### src/hdl/crf_pkg.sv
// crf_pkg: shared constants for the receiver flag and status block
// assumes an 8-bit register port with word offsets of its own
package crf_pkg;
   localparam int          DATA_W          = 8;
   localparam int          ADDR_W          = 4;
   localparam int          TXERR_W         = 9;
   // register offsets
   localparam logic [3:0]  ADDR_RFLG       = 4'h0;
   localparam logic [3:0]  ADDR_RIER       = 4'h1;
   localparam logic [3:0]  ADDR_CTRL       = 4'h2;
   localparam logic [3:0]  ADDR_TXERR      = 4'h3;
   localparam logic [3:0]  ADDR_FG_DATA    = 4'h4;
   localparam logic [3:0]  ADDR_FIFO_CNT   = 4'h5;
   // flag register field positions
   localparam int          BIT_CSC         = 6;
   localparam int          BIT_RSTAT_HI    = 5;
   localparam int          BIT_RSTAT_LO    = 4;
   localparam int          BIT_TSTAT_HI    = 3;
   localparam int          BIT_TSTAT_LO    = 2;
   localparam int          BIT_OVR         = 1;
   localparam int          BIT_RXF         = 0;
   // enable register fields
   localparam int          BIT_CSCIE       = 6;
   localparam logic [7:0]  RIER_SEL_MASK   = 8'h3c;
   localparam logic [7:0]  RIER_RESET      = 8'h00;
   // control register fields
   localparam int          BIT_INIT_REQ    = 0;
   localparam int          BIT_INIT_ACK    = 1;
   // tx error counter thresholds
   localparam logic [8:0]  TX_WARN_LIMIT   = 9'd96;
   localparam logic [8:0]  TX_ERR_LIMIT    = 9'd127;
   localparam logic [8:0]  TX_BUSOFF_LIMIT = 9'd255;
   // fifo geometry default
   localparam int          FIFO_DEPTH      = 4;
   typedef enum logic [1:0] {
      CRF_TX_OK     = 2'b00,
      CRF_TX_WARN   = 2'b01,
      CRF_TX_ERR    = 2'b10,
      CRF_TX_BUSOFF = 2'b11
   } crf_tx_state_t;
endpackage

### src/hdl/crf_receiver_flags.sv
// crf_receiver_flags: receiver flag register, interrupt enables and
// foreground buffer hand-off for a CAN controller
// assumes the protocol engine delivers one-cycle message pulses on clock
//
// Overview of operation
// - tx status reads 00 for a counter of 0..96 and 01 for 97..127.
// - tx status bits 3:2 show the transmitter state once the status change flag is set.
// - bit 1 sets on a receive overrun and stays set until software clears it.
// - a set, enabled overrun flag keeps the error interrupt request high.
// - bit 0 sets when a new message shifts into the foreground buffer.
// - only messages with matching identifier, good CRC and no other error are stored.
// - while the buffer-full flag is set no further fifo entry moves to the foreground.
// - a set, enabled buffer-full flag keeps the receive interrupt request high.
// - bus-off is entered only when the tx error counter exceeds 255 and forces the rx state.
// - on leaving bus-off the reported receiver state goes straight to ok.
// - the enable register holds one enable per interrupt flag.
// - the enable register, apart from its select fields, is held at reset while init request and acknowledge are both set.
// - the status-change select fields of the enable register ignore init mode.
//
// Chosen here: the address-and-strobe port and the address map.
`timescale 1ns/1ps
`default_nettype none
module crf_receiver_flags
   import crf_pkg::*;
#(
   parameter int DEPTH = FIFO_DEPTH
)(
   // clock and reset
   input  wire logic               clock,
   input  wire logic               rst_n,
   // register port
   input  wire logic [ADDR_W-1:0]  reg_addr,
   input  wire logic [DATA_W-1:0]  reg_wdata,
   input  wire logic               reg_write,
   input  wire logic               reg_read,
   output logic [DATA_W-1:0]       reg_rdata,
   // protocol engine side
   input  wire logic               msg_valid,
   input  wire logic [DATA_W-1:0]  msg_data,
   input  wire logic               msg_id_match,
   input  wire logic               msg_crc_ok,
   input  wire logic               msg_error,
   input  wire logic [1:0]         rx_err_state,
   input  wire logic [TXERR_W-1:0] tx_err_count,
   // init handshake
   output logic                    init_acknowledge,
   // interrupts
   output logic                    rx_irq,
   output logic                    err_irq,
   output logic                    irq
);
   // register state
   logic [DATA_W-1:0]  rier;
   logic               init_request;
   logic               status_change_flag;
   logic               overrun_flag;
   logic               rx_buffer_full_flag;
   logic [DATA_W-1:0]  rx_foreground_buffer;
   logic [1:0]         tx_bus_status_field;
   logic [1:0]         rx_bus_status_field;
   crf_tx_state_t      tx_state_q;
   logic               bus_off_q;
   logic [1:0]         rx_state_q;

   // status decode
   crf_tx_state_t      tx_state;
   logic               bus_off;
   crf_tx_status u_tx_status (
      .tx_err_count (tx_err_count),
      .tx_state     (tx_state),
      .bus_off      (bus_off)
   );

   // receiver state: bus-off forces it, leaving bus-off drops to ok
   wire [1:0] rx_state_eff = bus_off ? 2'h3 :
                             (bus_off_q ? 2'h0 : rx_err_state);

   // fifo in front of the foreground buffer
   logic                          fifo_in_ready;
   logic                          fifo_out_valid;
   logic [DATA_W-1:0]             fifo_out_data;
   logic [$clog2(DEPTH+1)-1:0]    fifo_level;
   wire msg_good   = msg_valid && msg_id_match && msg_crc_ok && !msg_error;
   wire fg_load    = fifo_out_valid && !rx_buffer_full_flag;
   wire overrun_ev = msg_good && !fifo_in_ready;
   crf_rx_fifo #(
      .WIDTH (DATA_W),
      .DEPTH (DEPTH)
   ) u_fifo (
      .clock      (clock),
      .rst_n      (rst_n),
      .push_valid (msg_good),
      .push_data  (msg_data),
      .push_ready (fifo_in_ready),
      .pop_valid  (fifo_out_valid),
      .pop_data   (fifo_out_data),
      .pop_ready  (!rx_buffer_full_flag),
      .level      (fifo_level)
   );

   // bus decode
   wire sel_rflg  = reg_addr == ADDR_RFLG;
   wire sel_rier  = reg_addr == ADDR_RIER;
   wire sel_ctrl  = reg_addr == ADDR_CTRL;
   wire wr_rflg   = reg_write && sel_rflg;
   wire wr_rier   = reg_write && sel_rier;
   wire wr_ctrl   = reg_write && sel_ctrl;
   wire in_init   = init_request && init_acknowledge;
   wire state_chg = (tx_state != tx_state_q) || (rx_state_eff != rx_state_q);

   // write-one-to-clear; a same-cycle set wins
   wire next_csc = state_chg || (status_change_flag && !(wr_rflg && reg_wdata[BIT_CSC]));
   wire next_ovr = overrun_ev || (overrun_flag && !(wr_rflg && reg_wdata[BIT_OVR]));
   wire next_rxf = fg_load || (rx_buffer_full_flag &&
                   !(wr_rflg && reg_wdata[BIT_RXF]));

   // enable register: select fields survive init, the rest is held at reset
   wire [DATA_W-1:0] rier_wr  = wr_rier ? reg_wdata : rier;
   wire [DATA_W-1:0] next_rier = in_init ?
        ((rier_wr & RIER_SEL_MASK) | (RIER_RESET & ~RIER_SEL_MASK)) :
        rier_wr;

   wire [DATA_W-1:0] rflg_view = {1'b0, status_change_flag, rx_bus_status_field,
                                  tx_bus_status_field, overrun_flag, rx_buffer_full_flag};

   wire [DATA_W-1:0] rd_mux =
        sel_rflg ? rflg_view :
        sel_rier ? rier :
        sel_ctrl ? {6'h00, init_acknowledge, init_request} :
        (reg_addr == ADDR_TXERR)    ? (bus_off ? 8'hff : tx_err_count[7:0]) :
        (reg_addr == ADDR_FG_DATA)  ? rx_foreground_buffer :
        (reg_addr == ADDR_FIFO_CNT) ? {{(DATA_W-$clog2(DEPTH+1)){1'b0}}, fifo_level} :
        8'h00;

   always_ff @(posedge clock or negedge rst_n) begin
      if (!rst_n) begin
         status_change_flag  <= 1'b0;
         overrun_flag        <= 1'b0;
         rx_buffer_full_flag <= 1'b0;
      end else begin
         status_change_flag  <= next_csc;
         overrun_flag        <= next_ovr;
         rx_buffer_full_flag <= next_rxf;
      end
   end

   // status fields latch when the change flag sets, so they match the event
   always_ff @(posedge clock or negedge rst_n) begin
      if (!rst_n) begin
         tx_state_q          <= CRF_TX_OK;
         rx_state_q          <= 2'h0;
         bus_off_q           <= 1'b0;
         tx_bus_status_field <= 2'h0;
         rx_bus_status_field <= 2'h0;
      end else begin
         tx_state_q <= tx_state;
         rx_state_q <= rx_state_eff;
         bus_off_q  <= bus_off;
         if (state_chg) begin
            tx_bus_status_field <= tx_state;
            rx_bus_status_field <= rx_state_eff;
         end
      end
   end

   always_ff @(posedge clock or negedge rst_n) begin
      if (!rst_n) begin
         rx_foreground_buffer <= 8'h00;
      end else if (fg_load) begin
         rx_foreground_buffer <= fifo_out_data;
      end
   end

   // init request/ack: ack follows request one cycle later
   always_ff @(posedge clock or negedge rst_n) begin
      if (!rst_n) begin
         init_request     <= 1'b0;
         init_acknowledge <= 1'b0;
         rier             <= RIER_RESET;
      end else begin
         if (wr_ctrl) init_request <= reg_wdata[BIT_INIT_REQ];
         init_acknowledge <= init_request;
         rier             <= next_rier;
      end
   end

   always_ff @(posedge clock or negedge rst_n) begin
      if (!rst_n) begin
         reg_rdata <= 8'h00;
      end else begin
         reg_rdata <= reg_read ? rd_mux : 8'h00;
      end
   end

   // level requests, high while flag and enable are both set
   assign rx_irq  = rx_buffer_full_flag && rier[BIT_RXF];
   assign err_irq = overrun_flag && rier[BIT_OVR];
   assign irq     = rx_irq || err_irq || (status_change_flag && rier[BIT_CSCIE]);
endmodule
`default_nettype wire

### src/hdl/crf_rx_fifo.sv
// crf_rx_fifo: receive fifo behind the foreground buffer
// assumes one-cycle push pulses from the protocol engine
`timescale 1ns/1ps
`default_nettype none
module crf_rx_fifo
   import crf_pkg::*;
#(
   parameter int WIDTH = DATA_W,
   parameter int DEPTH = FIFO_DEPTH
)(
   // clock and reset
   input  wire logic             clock,
   input  wire logic             rst_n,
   // write side
   input  wire logic             push_valid,
   input  wire logic [WIDTH-1:0] push_data,
   output logic                  push_ready,
   // read side
   output logic                  pop_valid,
   output logic [WIDTH-1:0]      pop_data,
   input  wire logic             pop_ready,
   // fill level
   output logic [$clog2(DEPTH+1)-1:0] level
);
   localparam int PW = $clog2(DEPTH);
   logic [WIDTH-1:0] mem [DEPTH];
   logic [PW-1:0]    wr_ptr;
   logic [PW-1:0]    rd_ptr;
   wire do_push = push_valid && push_ready;
   wire do_pop  = pop_valid && pop_ready;
   assign push_ready = level != DEPTH[$clog2(DEPTH+1)-1:0];
   assign pop_valid  = level != '0;
   assign pop_data   = mem[rd_ptr];
   always_ff @(posedge clock) begin
      if (do_push) begin
         mem[wr_ptr] <= push_data;
      end
   end
   always_ff @(posedge clock or negedge rst_n) begin
      if (!rst_n) begin
         wr_ptr <= '0;
         rd_ptr <= '0;
         level  <= '0;
      end else begin
         if (do_push) wr_ptr <= wr_ptr + 1'b1;
         if (do_pop)  rd_ptr <= rd_ptr + 1'b1;
         level <= level + (do_push ? 1'b1 : 1'b0) - (do_pop ? 1'b1 : 1'b0);
      end
   end
endmodule
`default_nettype wire

### src/hdl/crf_tx_status.sv
// crf_tx_status: maps the transmit error counter to the two-bit bus status
// assumes the counter is synchronous to clock and saturates above 255
`timescale 1ns/1ps
`default_nettype none
module crf_tx_status
   import crf_pkg::*;
(
   // counter in
   input  wire logic [TXERR_W-1:0] tx_err_count,
   // status out
   output crf_tx_state_t           tx_state,
   output logic                    bus_off
);
   wire in_ok   = tx_err_count <= TX_WARN_LIMIT;
   wire in_warn = !in_ok && tx_err_count <= TX_ERR_LIMIT;
   assign bus_off = tx_err_count > TX_BUSOFF_LIMIT;
   assign tx_state = bus_off ? CRF_TX_BUSOFF :
                     in_ok   ? CRF_TX_OK :
                     in_warn ? CRF_TX_WARN : CRF_TX_ERR;
endmodule
`default_nettype wire

### config.mk
export PLATFORM = sky130hd
export DESIGN_NAME = crf_receiver_flags
export DESIGN_NICKNAME = d
export VERILOG_FILES = /design/src/hdl/crf_pkg.sv /design/src/hdl/crf_receiver_flags.sv /design/src/hdl/crf_rx_fifo.sv /design/src/hdl/crf_tx_status.sv
export SDC_FILE = /design/constraint.sdc
export NUM_CORES = 1
export LEC_CHECK = 0
export BUFFER_PORTS_ARGS = -buffer_cell sky130_fd_sc_hd__buf_4
export CAP_MARGIN = 40
export CORE_ASPECT_RATIO = 1.4
export CORE_MARGIN = 4
export CORE_UTILIZATION = 30
export DETAILED_ROUTE_END_ITERATION = 7
export PLACE_DENSITY_LB_ADDON = 0.05
export SETUP_SLACK_MARGIN = 0.3
export SYNTH_ARGS = -nofsm -noshare
export SYNTH_HDL_FRONTEND = slang
export SYNTH_SLANG_ARGS = --single-unit
export TNS_END_PERCENT = 20
### constraint.sdc
create_clock -name clock -period 6.05 [get_ports clock]
set_input_delay 1.21 -clock clock [delete_from_list [all_inputs] [get_ports clock]]
set_output_delay 1.21 -clock clock [all_outputs]
set_load 0.02 [all_outputs]
==> results_dict.tcl, run 1 <==
set metrics [dict create \
    status "complete, no violations" \
    coreArea_um2 10900 \
    r2r_slack_ps 4040 \
    drive_above_1_share 0.289 \
    post-route-util 0.384 \
    synth_cells 243 \
    cts_buffer_depth 2 \
    dr.pass1.iters 4 \
    worst_slew_pin_slew_ps 730 \
    antenna_found_initial 0 \
    wl_per_cell_um 16.8 \
    final_nets 342 \
    grt_pass1_wl_mm 11.9 \
    place_hpwl_mm 5.44 \
    power_density_nw_per_um2 382 \
    slew_viol_final 0 \
    rr_startpoint "u_fifo.level[2]" \
    area_delta_synth_final_pct 25.1 \
    postCtsSetupBuffers 0 \
    die_width_um 97.1 \
    synth_warnings 0 \
    post_cts_resized 0 \
    synth_area_um2 3330 \
    num_vias 2057 \
    crit_path_end_kind "flip-flop" \
    grt_usage 0.123 \
    setup_viol 0 \
    clkLatencyLatePin_ps 330 \
    pre_cts_slack_ps 3110 \
    grt_max_degree 46 \
    synth.distinct_cells 39 \
    finalHoldViolCount 0 \
    grt_setup_unrepaired "no" \
    synth_edf_count 32 \
    numCtsBuffers 9 \
    design_area_um2 4170 \
    finalCriticalPeriod_ps 2560 \
    initial_core_util 0.307 \
    tns_ps 0 \
    hold_path_class "reg2reg" \
    max_clock_freq_mhz 390 \
    synth-main-ff-cell "dfrtp_1" \
    grt_overflow 0 \
    p_leak_nw 1.72 \
    cts.clk_slew.worst_paths_ps 60 \
    gp_congestion 0.760 \
    maxCapViolCount 0 \
    rr_worst_depth 8 \
    min_from "rier[2]" \
    r2r-end "u_fifo.level[2]" \
    cts_root_buf "clkbuf_16" \
    drt_wl_total_mm 7.42 \
    finalCritPeriodShare 0.424 \
    diodes 0 \
    drtAntennaViolNets 0 \
    syn_area_per_cell_um2 13.7 \
    start_kind "input port" \
    peakVddDrop_mv 0.154 \
    cts.sinks 77 \
    fin_cells 442 \
    seq_area_frac_synth 0.626 \
    fin_worst_skew_ps 5.82 \
    final_cell_mix "51 x buf_4, 45 x dfrtp_1, 32 x edfxtp_1" \
    io_buffers 50 \
    htreeDepth 3 \
    worstPathArrival_ps 2780 \
    drt_iter0_drc 68 \
    grt_pass1_vias 2199 \
    vias_per_cell 4.65 \
    dpl.cell_count 426 \
    cts_tree "built" \
    drc 0 \
    ioPinCount 51 \
    layout_commonest_cell "buf_4" \
    critPathKind "in2reg" \
    hold-path-endpoint "rier[2]" \
    max_slew_margin 0.509 \
    rows 45 \
    dieHeight_um 133 \
    postPlaceCellArea_um2 3860 \
    min_path_cells 1 \
    synth-seq-cells 77 \
    crit_fanout 5 \
    die_area_um2 12900 \
    syn_nets 289 \
    n_fill_cell 1066 \
    ctsHoldBuffers 0 \
    required_ps 6270 \
    async_reset_ff_frac 0.584 \
    worst_slack_ps 3490 \
]
==> stage by stage <==
stage	hold slack [ps]	total power [mW]
2_1_floorplan	448	0.929
3_3_place_gp	481	1.05
3_5_place_dp	491	1.05
4_1_cts	505	1.62
5_1_grt	519	1.68
6_report	498	1.59
==> sequential cells by signal, indices dropped and copies added, names as in the netlist, 2 cells and up <==
signal / count
u_fifo.rd_ptr: 2
rier: 8
tx_state_q: 2
rx_foreground_buffer: 8
u_fifo.mem: 32
rx_state_q: 2
u_fifo.wr_ptr: 2
rx_bus_status_field: 2
u_fifo.level: 3
tx_bus_status_field: 2
reg_rdata: 8
==> cell type report <==
class	instances	area, um^2	share of cell area
flip-flops and latches	77	2090	0.501
multi-input cells	147	1170	0.281
repair buffers	51	383	0.0918
clock buffers	13	272	0.0651
well taps	141	176	0.0423
clock inverters	3	41.3	0.00990
inverters	10	37.5	0.00900
==> power breakdown <==
group          internal (mW)  leakage, nW  total, mW  switching, mW
Combinational          0.173        0.731      0.304          0.131
Clock                  0.356        0.155      0.563          0.207
Sequential             0.632        0.829      0.726         0.0940
Total                   1.16         1.72       1.59          0.432
==> logic make-up after synthesis <==
group,count (synthesis),share of synthesized area
AOI/OAI and AO/OA,53,0.0939
xor gates and xnor gates,8,0.0210
DFF,77,0.626
and+or+nand+nor,50,0.0804
buffers and inverters,19,0.0218
muxes,29,0.128
adders and majority gates,7,0.0285
==> Yosys cell counts (2+ instances only) <==
library cell   n  area [um^2]
dfrtp_1       45         1130
xnor2_1        3         26.3
ha_1           6         75.1
nand2_1       13         48.8
and2_1         7         43.8
xor2_1         5         43.8
inv_1         10         37.5
a21oi_1       25          125
nor4_1         2         12.5
nand3_1        5         25.0
mux2_4         4         60.1
nand2b_1       2         12.5
nor2_1         9         33.8
mux4_2         8          180
mux2i_1        4         40.0
clkbuf_1       7         26.3
o21ai_0       11         55.1
a21o_1         3         22.5
edfxtp_1      32          961
nor2b_1        4         25.0
a211oi_1       3         22.5
nor3_1         3         15.0
mux2_1         5         56.3
or2_1          2         12.5
o21ai_1        4         20.0
mux2_2         8         90.1
==> how the worst max path moves through the flow <==
stage / from / end / depth (start not counted)
2_1_floorplan: tx_err_count[3] / rx_bus_status_field[0] / 6
3_3_place_gp: msg_error / u_fifo.mem[0][7] / 4
3_5_place_dp: msg_error / u_fifo.mem[0][7] / 4
4_1_cts: rier[0] / irq / 4
5_1_grt: msg_error / u_fifo.mem[0][2] / 4
6_report: tx_err_count[3] / tx_bus_status_field[1] / 7
==> per-layer routing <==
metal | routed length [um] | vias up | GRT usage
li1 | - | 998 | -
met1 | 3140 | 1001 | 0.146
met2 | 3850 | 49 | 0.207
met3 | 266 | 9 | 0.0243
met4 | 156 | 0 | 0.0679
met5 | 0 | - | 0
==> worst max-delay path: stages <==
cell     delay [ps]
buf_4           120
nor4_1          300
nand2_1          90
a41o_1          280
xor2_1          160
a211o_4         320
mux2_4          300
Note: power is estimated with default switching activity, not from simulation.
==> run 2: changes to the inputs <==
--- a/config.mk
+++ b/config.mk
@@ -5,6 +5,7 @@
 export SDC_FILE = /design/constraint.sdc
 export NUM_CORES = 1
 export LEC_CHECK = 0
+export ABC_AREA = 1
 export BUFFER_PORTS_ARGS = -buffer_cell sky130_fd_sc_hd__buf_4
 export CAP_MARGIN = 40
 export CORE_ASPECT_RATIO = 1.4
==> constraint.sdc (replaced) <==
create_clock -name clock -period 2.1 [get_ports clock]
set_input_delay 0.42 -clock clock [delete_from_list [all_inputs] [get_ports clock]]
set_output_delay 0.42 -clock clock [all_outputs]
set_load 0.02 [all_outputs]
==> run 2 against run 1 <==
Compared with the run above: synthesized cell count grew 44%; via count is 26% higher; count of clock-buffer cells in the layout fell by 3; die area rose by 4.4%; flip-flop and latch count is the same; sequential share of layout area down 2.6 points; core utilization grew 0.45 points; first-iteration DRC count rose by 97%; critical path depth did not move; final cell count rose by 28%; clock power grew to 2.5 times the previous value; critical path type is now reg2reg; critical endpoint is now u_fifo.level[2]; largest power group unchanged.
==> results_dict.tcl, run 2 <==
set metrics [dict create \
    status "complete, no violations" \
    hold_path_class "in2async" \
    cts_buffer_depth 2 \
    grt_setup_unrepaired "yes" \
    peakVddDrop_mv 0.359 \
    cts.sinks 77 \
    finalCriticalPeriod_ps 1750 \
    grt_pass1_vias 2671 \
    layout_commonest_cell "nand2_1" \
    max_clock_freq_mhz 571 \
    drc 0 \
    worst_slew_pin_slew_ps 594 \
    cts.clk_slew.worst_paths_ps 60 \
    pre_cts_slack_ps 136 \
    largest_reg_flops 32 \
    die_width_um 99.1 \
    wl_per_cell_um 15.2 \
    max_flop_register "u_fifo.mem" \
    synth_area_leaders "dfrtp_1 32%, edfxtp_1 28%, nand2_1 6.9%, o21ai_0 5.5%, nor2_1 4.7%" \
    vias_per_cell 4.59 \
    syn_nets 397 \
    synth_edf_count 32 \
    netlist.top_cell.by_area "dfrtp_1" \
    initial_core_util 0.308 \
    ctsHoldBuffers 0 \
    synth-main-ff-cell "dfrtp_1" \
    cell_internal_pwr_mw 3.12 \
    synth.distinct_cells 36 \
    crit_path_end_kind "flip-flop" \
    fin_worst_skew_ps 7.06 \
    n_fill_cell 1131 \
    rr_worst_depth 7 \
    die_area_um2 13400 \
    p_comb_frac 0.260 \
    grt_overflow 0 \
    p_leak_nw 1.94 \
    grt_max_degree 46 \
    start_kind "flip-flop" \
    num_vias 2592 \
    ioPinCount 51 \
    grt_usage 0.135 \
    final_nets 462 \
    worstPathArrival_ps 1970 \
    crit_fanout 4 \
    synth_cells 351 \
    synth_common_cells "64 x nand2_1, 45 x dfrtp_1, 44 x nor2_1, 39 x inv_1, 38 x o21ai_0" \
    area_delta_synth_final_pct 26.1 \
    worst_slack_ps 350 \
    async_reset_ff_frac 0.584 \
    finalCritPeriodShare 0.833 \
    grt_pass1_wl_mm 13.7 \
    power_frac_clock 0.304 \
    yosysMostFrequentCell "nand2_1" \
    drive_above_1_share 0.249 \
    cpMaxStageDelayCell "dfrtp_2" \
    fin_cells 565 \
    numCtsBuffers 9 \
    setup_viol 0 \
    gp_congestion 0.821 \
    clkLatencyLatePin_ps 340 \
    coreArea_um2 11300 \
    swShare 0.326 \
    max_stage_delay_ps 440 \
    dieHeight_um 136 \
    rows 46 \
    synth-seq-cells 77 \
    seq_area_frac_synth 0.598 \
    power_frac_seq 0.436 \
    synth_area_um2 3490 \
    critPathKind "reg2reg" \
    cp_cell_sequence "nor3_4 > nor2_4 > ha_4 > inv_2 > ha_4 > fa_2 > xor2_1" \
    cts_root_buf "clkbuf_16" \
    diodes 0 \
    cp.depth 7 \
    max_slew_margin 0.604 \
    htreeDepth 3 \
    dpl.cell_count 547 \
    drtAntennaViolNets 0 \
    cts_tree "built" \
    synth_top_area_share 0.323 \
    slew_viol_final 0 \
    drt_iter0_drc 134 \
    crit_family "adder cells" \
    finalHoldViolCount 0 \
    required_ps 2320 \
    antenna_found_initial 0 \
    drt_wl_total_mm 8.60 \
    p_switching_mw 1.51 \
    dr.pass1.iters 4 \
    io_buffers 50 \
    power_density_nw_per_um2 1050 \
    path_buf_inv 1 \
    maxCapViolCount 0 \
    synth_warnings 0 \
    place_hpwl_mm 6.72 \
    path_common_cell "ha_4" \
    syn_area_per_cell_um2 9.94 \
    tns_ps 0 \
    final_cell_mix "64 x nand2_1, 59 x buf_4, 43 x nor2_1, 43 x dfrtp_1" \
]
## run 2: cell types whose count changed after synthesis, sizes merged, moves of 11 or more
cell | previous run | this run
o21ai | 15 | 43
mux2 | 17 | 0
inv | 10 | 44
a21oi | 25 | 4
nor2 | 9 | 49
nand3 | 5 | 16
nand2 | 13 | 69
## run 2: logic make-up after synthesis
family,after synthesis,share of synthesized area
AO/OA/AOI/OAI,65,0.103
AND/OR/NAND/NOR,146,0.189
XOR/XNOR,7,0.0251
flip-flops,77,0.598
buffers and inverters,49,0.0567
adder cells (fa/ha/maj),7,0.0273
## run 2: layer usage
layer	global-route usage	part of all wire	vias up	routed length [um]
met1	0.149	0.39	1207	3370
met2	0.239	0.53	69	4540
met4	0.0691	0.032	0	279
li1	-	-	1296	-
met3	0.0325	0.047	20	402
met5	0	0	-	0
## run 2: repair_timing
action | in CTS | in global routing
buffers inserted | 0 | 2
resized for setup | 2 | 2
gates cloned | 0 | 0
pin swaps | 0 | 3
setup endpoints to repair | 2 | 34
## run 2: final cells by class
class / instances / area (um^2) / area share
timing repair buffer: 59 / 443 / 0.101
clock inverter: 6 / 37.5 / 0.00853
tap: 144 / 180 / 0.0409
inverter: 44 / 168 / 0.0381
sequential: 77 / 2090 / 0.475
clock buffer: 10 / 233 / 0.0529
multi-input combinational: 225 / 1250 / 0.284
## run 2: worst register-to-register path: stages, from the launching register on
cell,delay [ps]
dfrtp_2,440
nor3_4,230
nor2_4,60
ha_4,260
inv_2,30
ha_4,140
fa_2,330
xor2_1,140
## run 2: path summary, 6_finish.rpt
| path | endpoint | slack (ps) | start |
|---|---|---|---|
| worst max-delay path | u_fifo.level[2] | 350 | u_fifo.level[2] |
| worst min-delay path | reg_rdata[0] | 80 | rst_n |
| worst max register to register | u_fifo.level[2] | 350 | u_fifo.level[2] |
| worst min register to register | init_acknowledge | 430 | init_request |
| max in group asynchronous | u_fifo.level[1] | 1570 | rst_n |
| min in group clock | bus_off_q | 290 | tx_err_count[8] |
## run 2: through the flow
stage               power, mW   util  hold WS, ps  cell area, um^2
floorplan                2.79      -          124             3530
global placement         3.20  0.362          416             4100
detailed placement       3.22  0.362          412             4100
CTS                      4.66  0.387          125             4380
global route             4.96  0.388          139             4400
finish                   4.63  0.388         81.8             4400
## run 2: power by group through the flow
| stage | clock network, mW | registers [mW] | logic (mW) |
|---|---|---|---|
| 2_1_floorplan | 0 | 2.00 | 0.798 |
| 5_1_grt | 1.51 | 2.06 | 1.39 |
| 4_1_cts | 1.45 | 2.02 | 1.20 |
| 3_5_place_dp | 0 | 2.03 | 1.18 |
| 6_report | 1.41 | 2.02 | 1.21 |
| 3_3_place_gp | 0 | 2.04 | 1.17 |
==> run 3: changes to the inputs <==
==> constraint.sdc (replaced) <==
create_clock -name clock -period 1.5 [get_ports clock]
set_input_delay 0.3 -clock clock [delete_from_list [all_inputs] [get_ports clock]]
set_output_delay 0.3 -clock clock [all_outputs]
set_load 0.02 [all_outputs]
==> run 3 against run 2 <==
Compared with the run above: the run now ends with negative setup slack left; register-to-register slack got worse by 600 ps; clock skew rose by 0.59 ps; sequential power rose by 38%; clock power rose by 47%; sequential share of layout area fell by 4.4 points; critical path depth did not move; maximum frequency fell by 0.19%; count of clock-buffer cells in the layout rose by 4; combinational power rose by 83%; global-route usage fell by 0.51 points; core utilization rose by 3.9 points; hold slack improved by 87 ps; largest power group unchanged.
==> results_dict.tcl, run 3 (same netlist as run 2, synthesis figures left out) <==
set metrics [dict create \
    largest_reg_flops 32 \
    cts_buffer_depth 2 \
    required_ps 1710 \
    place_hpwl_mm 6.12 \
    pre_cts_slack_ps -335 \
    worst_slack_ps -253 \
    worstPathArrival_ps 1960 \
    gp_congestion 0.796 \
    antenna_found_initial 0 \
    die_width_um 99.1 \
    drtAntennaViolNets 0 \
    cp_cell_sequence "nor3_4 > nor2_4 > ha_4 > inv_2 > ha_4 > fa_2 > xor2_1" \
    path_common_cell "ha_4" \
    start_kind "flip-flop" \
    finalHoldViolCount 0 \
    max_slew_margin 0.612 \
    drt_iter0_drc 87 \
    num_vias 2618 \
    max_stage_delay_ps 400 \
    finalCriticalPeriod_ps 1750 \
    grt_pass1_vias 2714 \
    ioPinCount 51 \
    dr.pass1.iters 4 \
    grt_usage 0.130 \
    grt_setup_unrepaired "yes" \
    max_clock_freq_mhz 570 \
    slew_viol_final 0 \
    grt_pass1_wl_mm 13.5 \
    violations "negative setup slack" \
    final_cell_mix "64 x buf_4, 53 x nand2_1, 45 x dfrtp_1" \
    wl_per_cell_um 13.7 \
    finalCritPeriodShare 1.17 \
    crit_path_end_kind "flip-flop" \
    grt_overflow 0 \
    drc 0 \
    dpl.cell_count 561 \
    final_nets 481 \
    cpMaxStageDelayCell "dfrtp_1" \
    initial_core_util 0.308 \
    setup_viol 24 \
    cts.sinks 77 \
    critPathKind "reg2reg" \
    peakVddDrop_mv 0.550 \
    tns_ps -1110 \
    fin_worst_skew_ps 7.65 \
    power_density_nw_per_um2 1460 \
    hold_path_class "in2reg" \
    path_buf_inv 1 \
    vias_per_cell 4.48 \
    worst_slew_pin_slew_ps 582 \
    p_leak_nw 2.09 \
    rows 46 \
    design_area_um2 4840 \
    htreeDepth 3 \
    crit_family "adder cells" \
    drive_above_1_share 0.368 \
    crit_fanout 2 \
    grt_max_degree 46 \
    die_area_um2 13400 \
    io_buffers 50 \
    postPlaceCellArea_um2 4230 \
    cts_root_buf "clkbuf_16" \
    status "finished with violations" \
    cts.clk_slew.worst_paths_ps 50 \
    numCtsBuffers 9 \
    layout_commonest_cell "buf_4" \
    clkLatencyLatePin_ps 330 \
    fin_cells 584 \
    drt_wl_total_mm 8.01 \
    diodes 0 \
    dieHeight_um 136 \
    max_flop_register "u_fifo.mem" \
    maxCapViolCount 0 \
    area_delta_synth_final_pct 38.8 \
    coreArea_um2 11300 \
    n_fill_cell 1110 \
    cts_tree "built" \
]
-- run 3: cell types whose count changed in the layout (fill, tap and decap cells not counted), moves of 8 or more --
cell	previous run	this run
inv_1	38	30
o21ai_0	38	21
o21ai_2	0	8
nor2_1	43	32
buf_6	0	13
o21ai_1	5	14
nand2_1	64	53
-- run 3: final timing paths --
check / from / endpoint / slack, ps / cells after the start
setup / recovery: u_fifo.level[2] / u_fifo.level[2] / -250 / 7
max in group asynchronous: rst_n / u_fifo.wr_ptr[0] / 590 / 2
setup reg to reg: u_fifo.level[2] / u_fifo.level[2] / -250 / 7
hold reg to reg: init_request / init_acknowledge / 430 / 0
hold / removal: msg_data[6] / u_fifo.mem[3][6] / 170 / 1
min in group asynchronous: rst_n / overrun_flag / 500 / 2
-- run 3: layout make-up --
class	count	area (um^2)	share of cell area
inverter	44	189	0.0390
clock buffer	14	275	0.0569
clock inverter	2	15.0	0.00310
multi-input combinational	225	1460	0.301
tap	144	180	0.0372
timing repair buffer	78	637	0.132
sequential	77	2090	0.431
-- run 3: metal layers --
metal,GRT usage,part of all wire,up-vias
met3,0.0443,0.057,7
met5,0,0,-
met4,0.0395,0.011,0
met1,0.147,0.40,1215
met2,0.229,0.53,58
li1,-,-,1338
-- run 3: power breakdown --
| part | internal [mW] | switching [mW] | total [mW] | leakage, nW |
|---|---|---|---|---|
| combinational | 0.997 | 1.22 | 2.22 | 1.12 |
| clock | 1.27 | 0.801 | 2.07 | 0.134 |
| sequential | 2.55 | 0.243 | 2.79 | 0.836 |
-- run 3: per-stage QoR --
step                      total power [mW]  utilization  hold WS (ps)
after global placement                4.57        0.373           349
after detailed placement              4.59        0.373           351
after CTS                             6.91        0.414           157
after global routing                  7.63        0.427           153
final                                 7.08        0.427           168
after floorplan                       3.93            -          4.41
-- run 3: repair_timing --
action                     4_1_cts  5_1_grt
hold endpoints to repair        37        0
resized for setup               37       51
pin swaps                       22       31
setup buffers                    5        1
hold buffers                     1        0
setup endpoints to repair       56       64
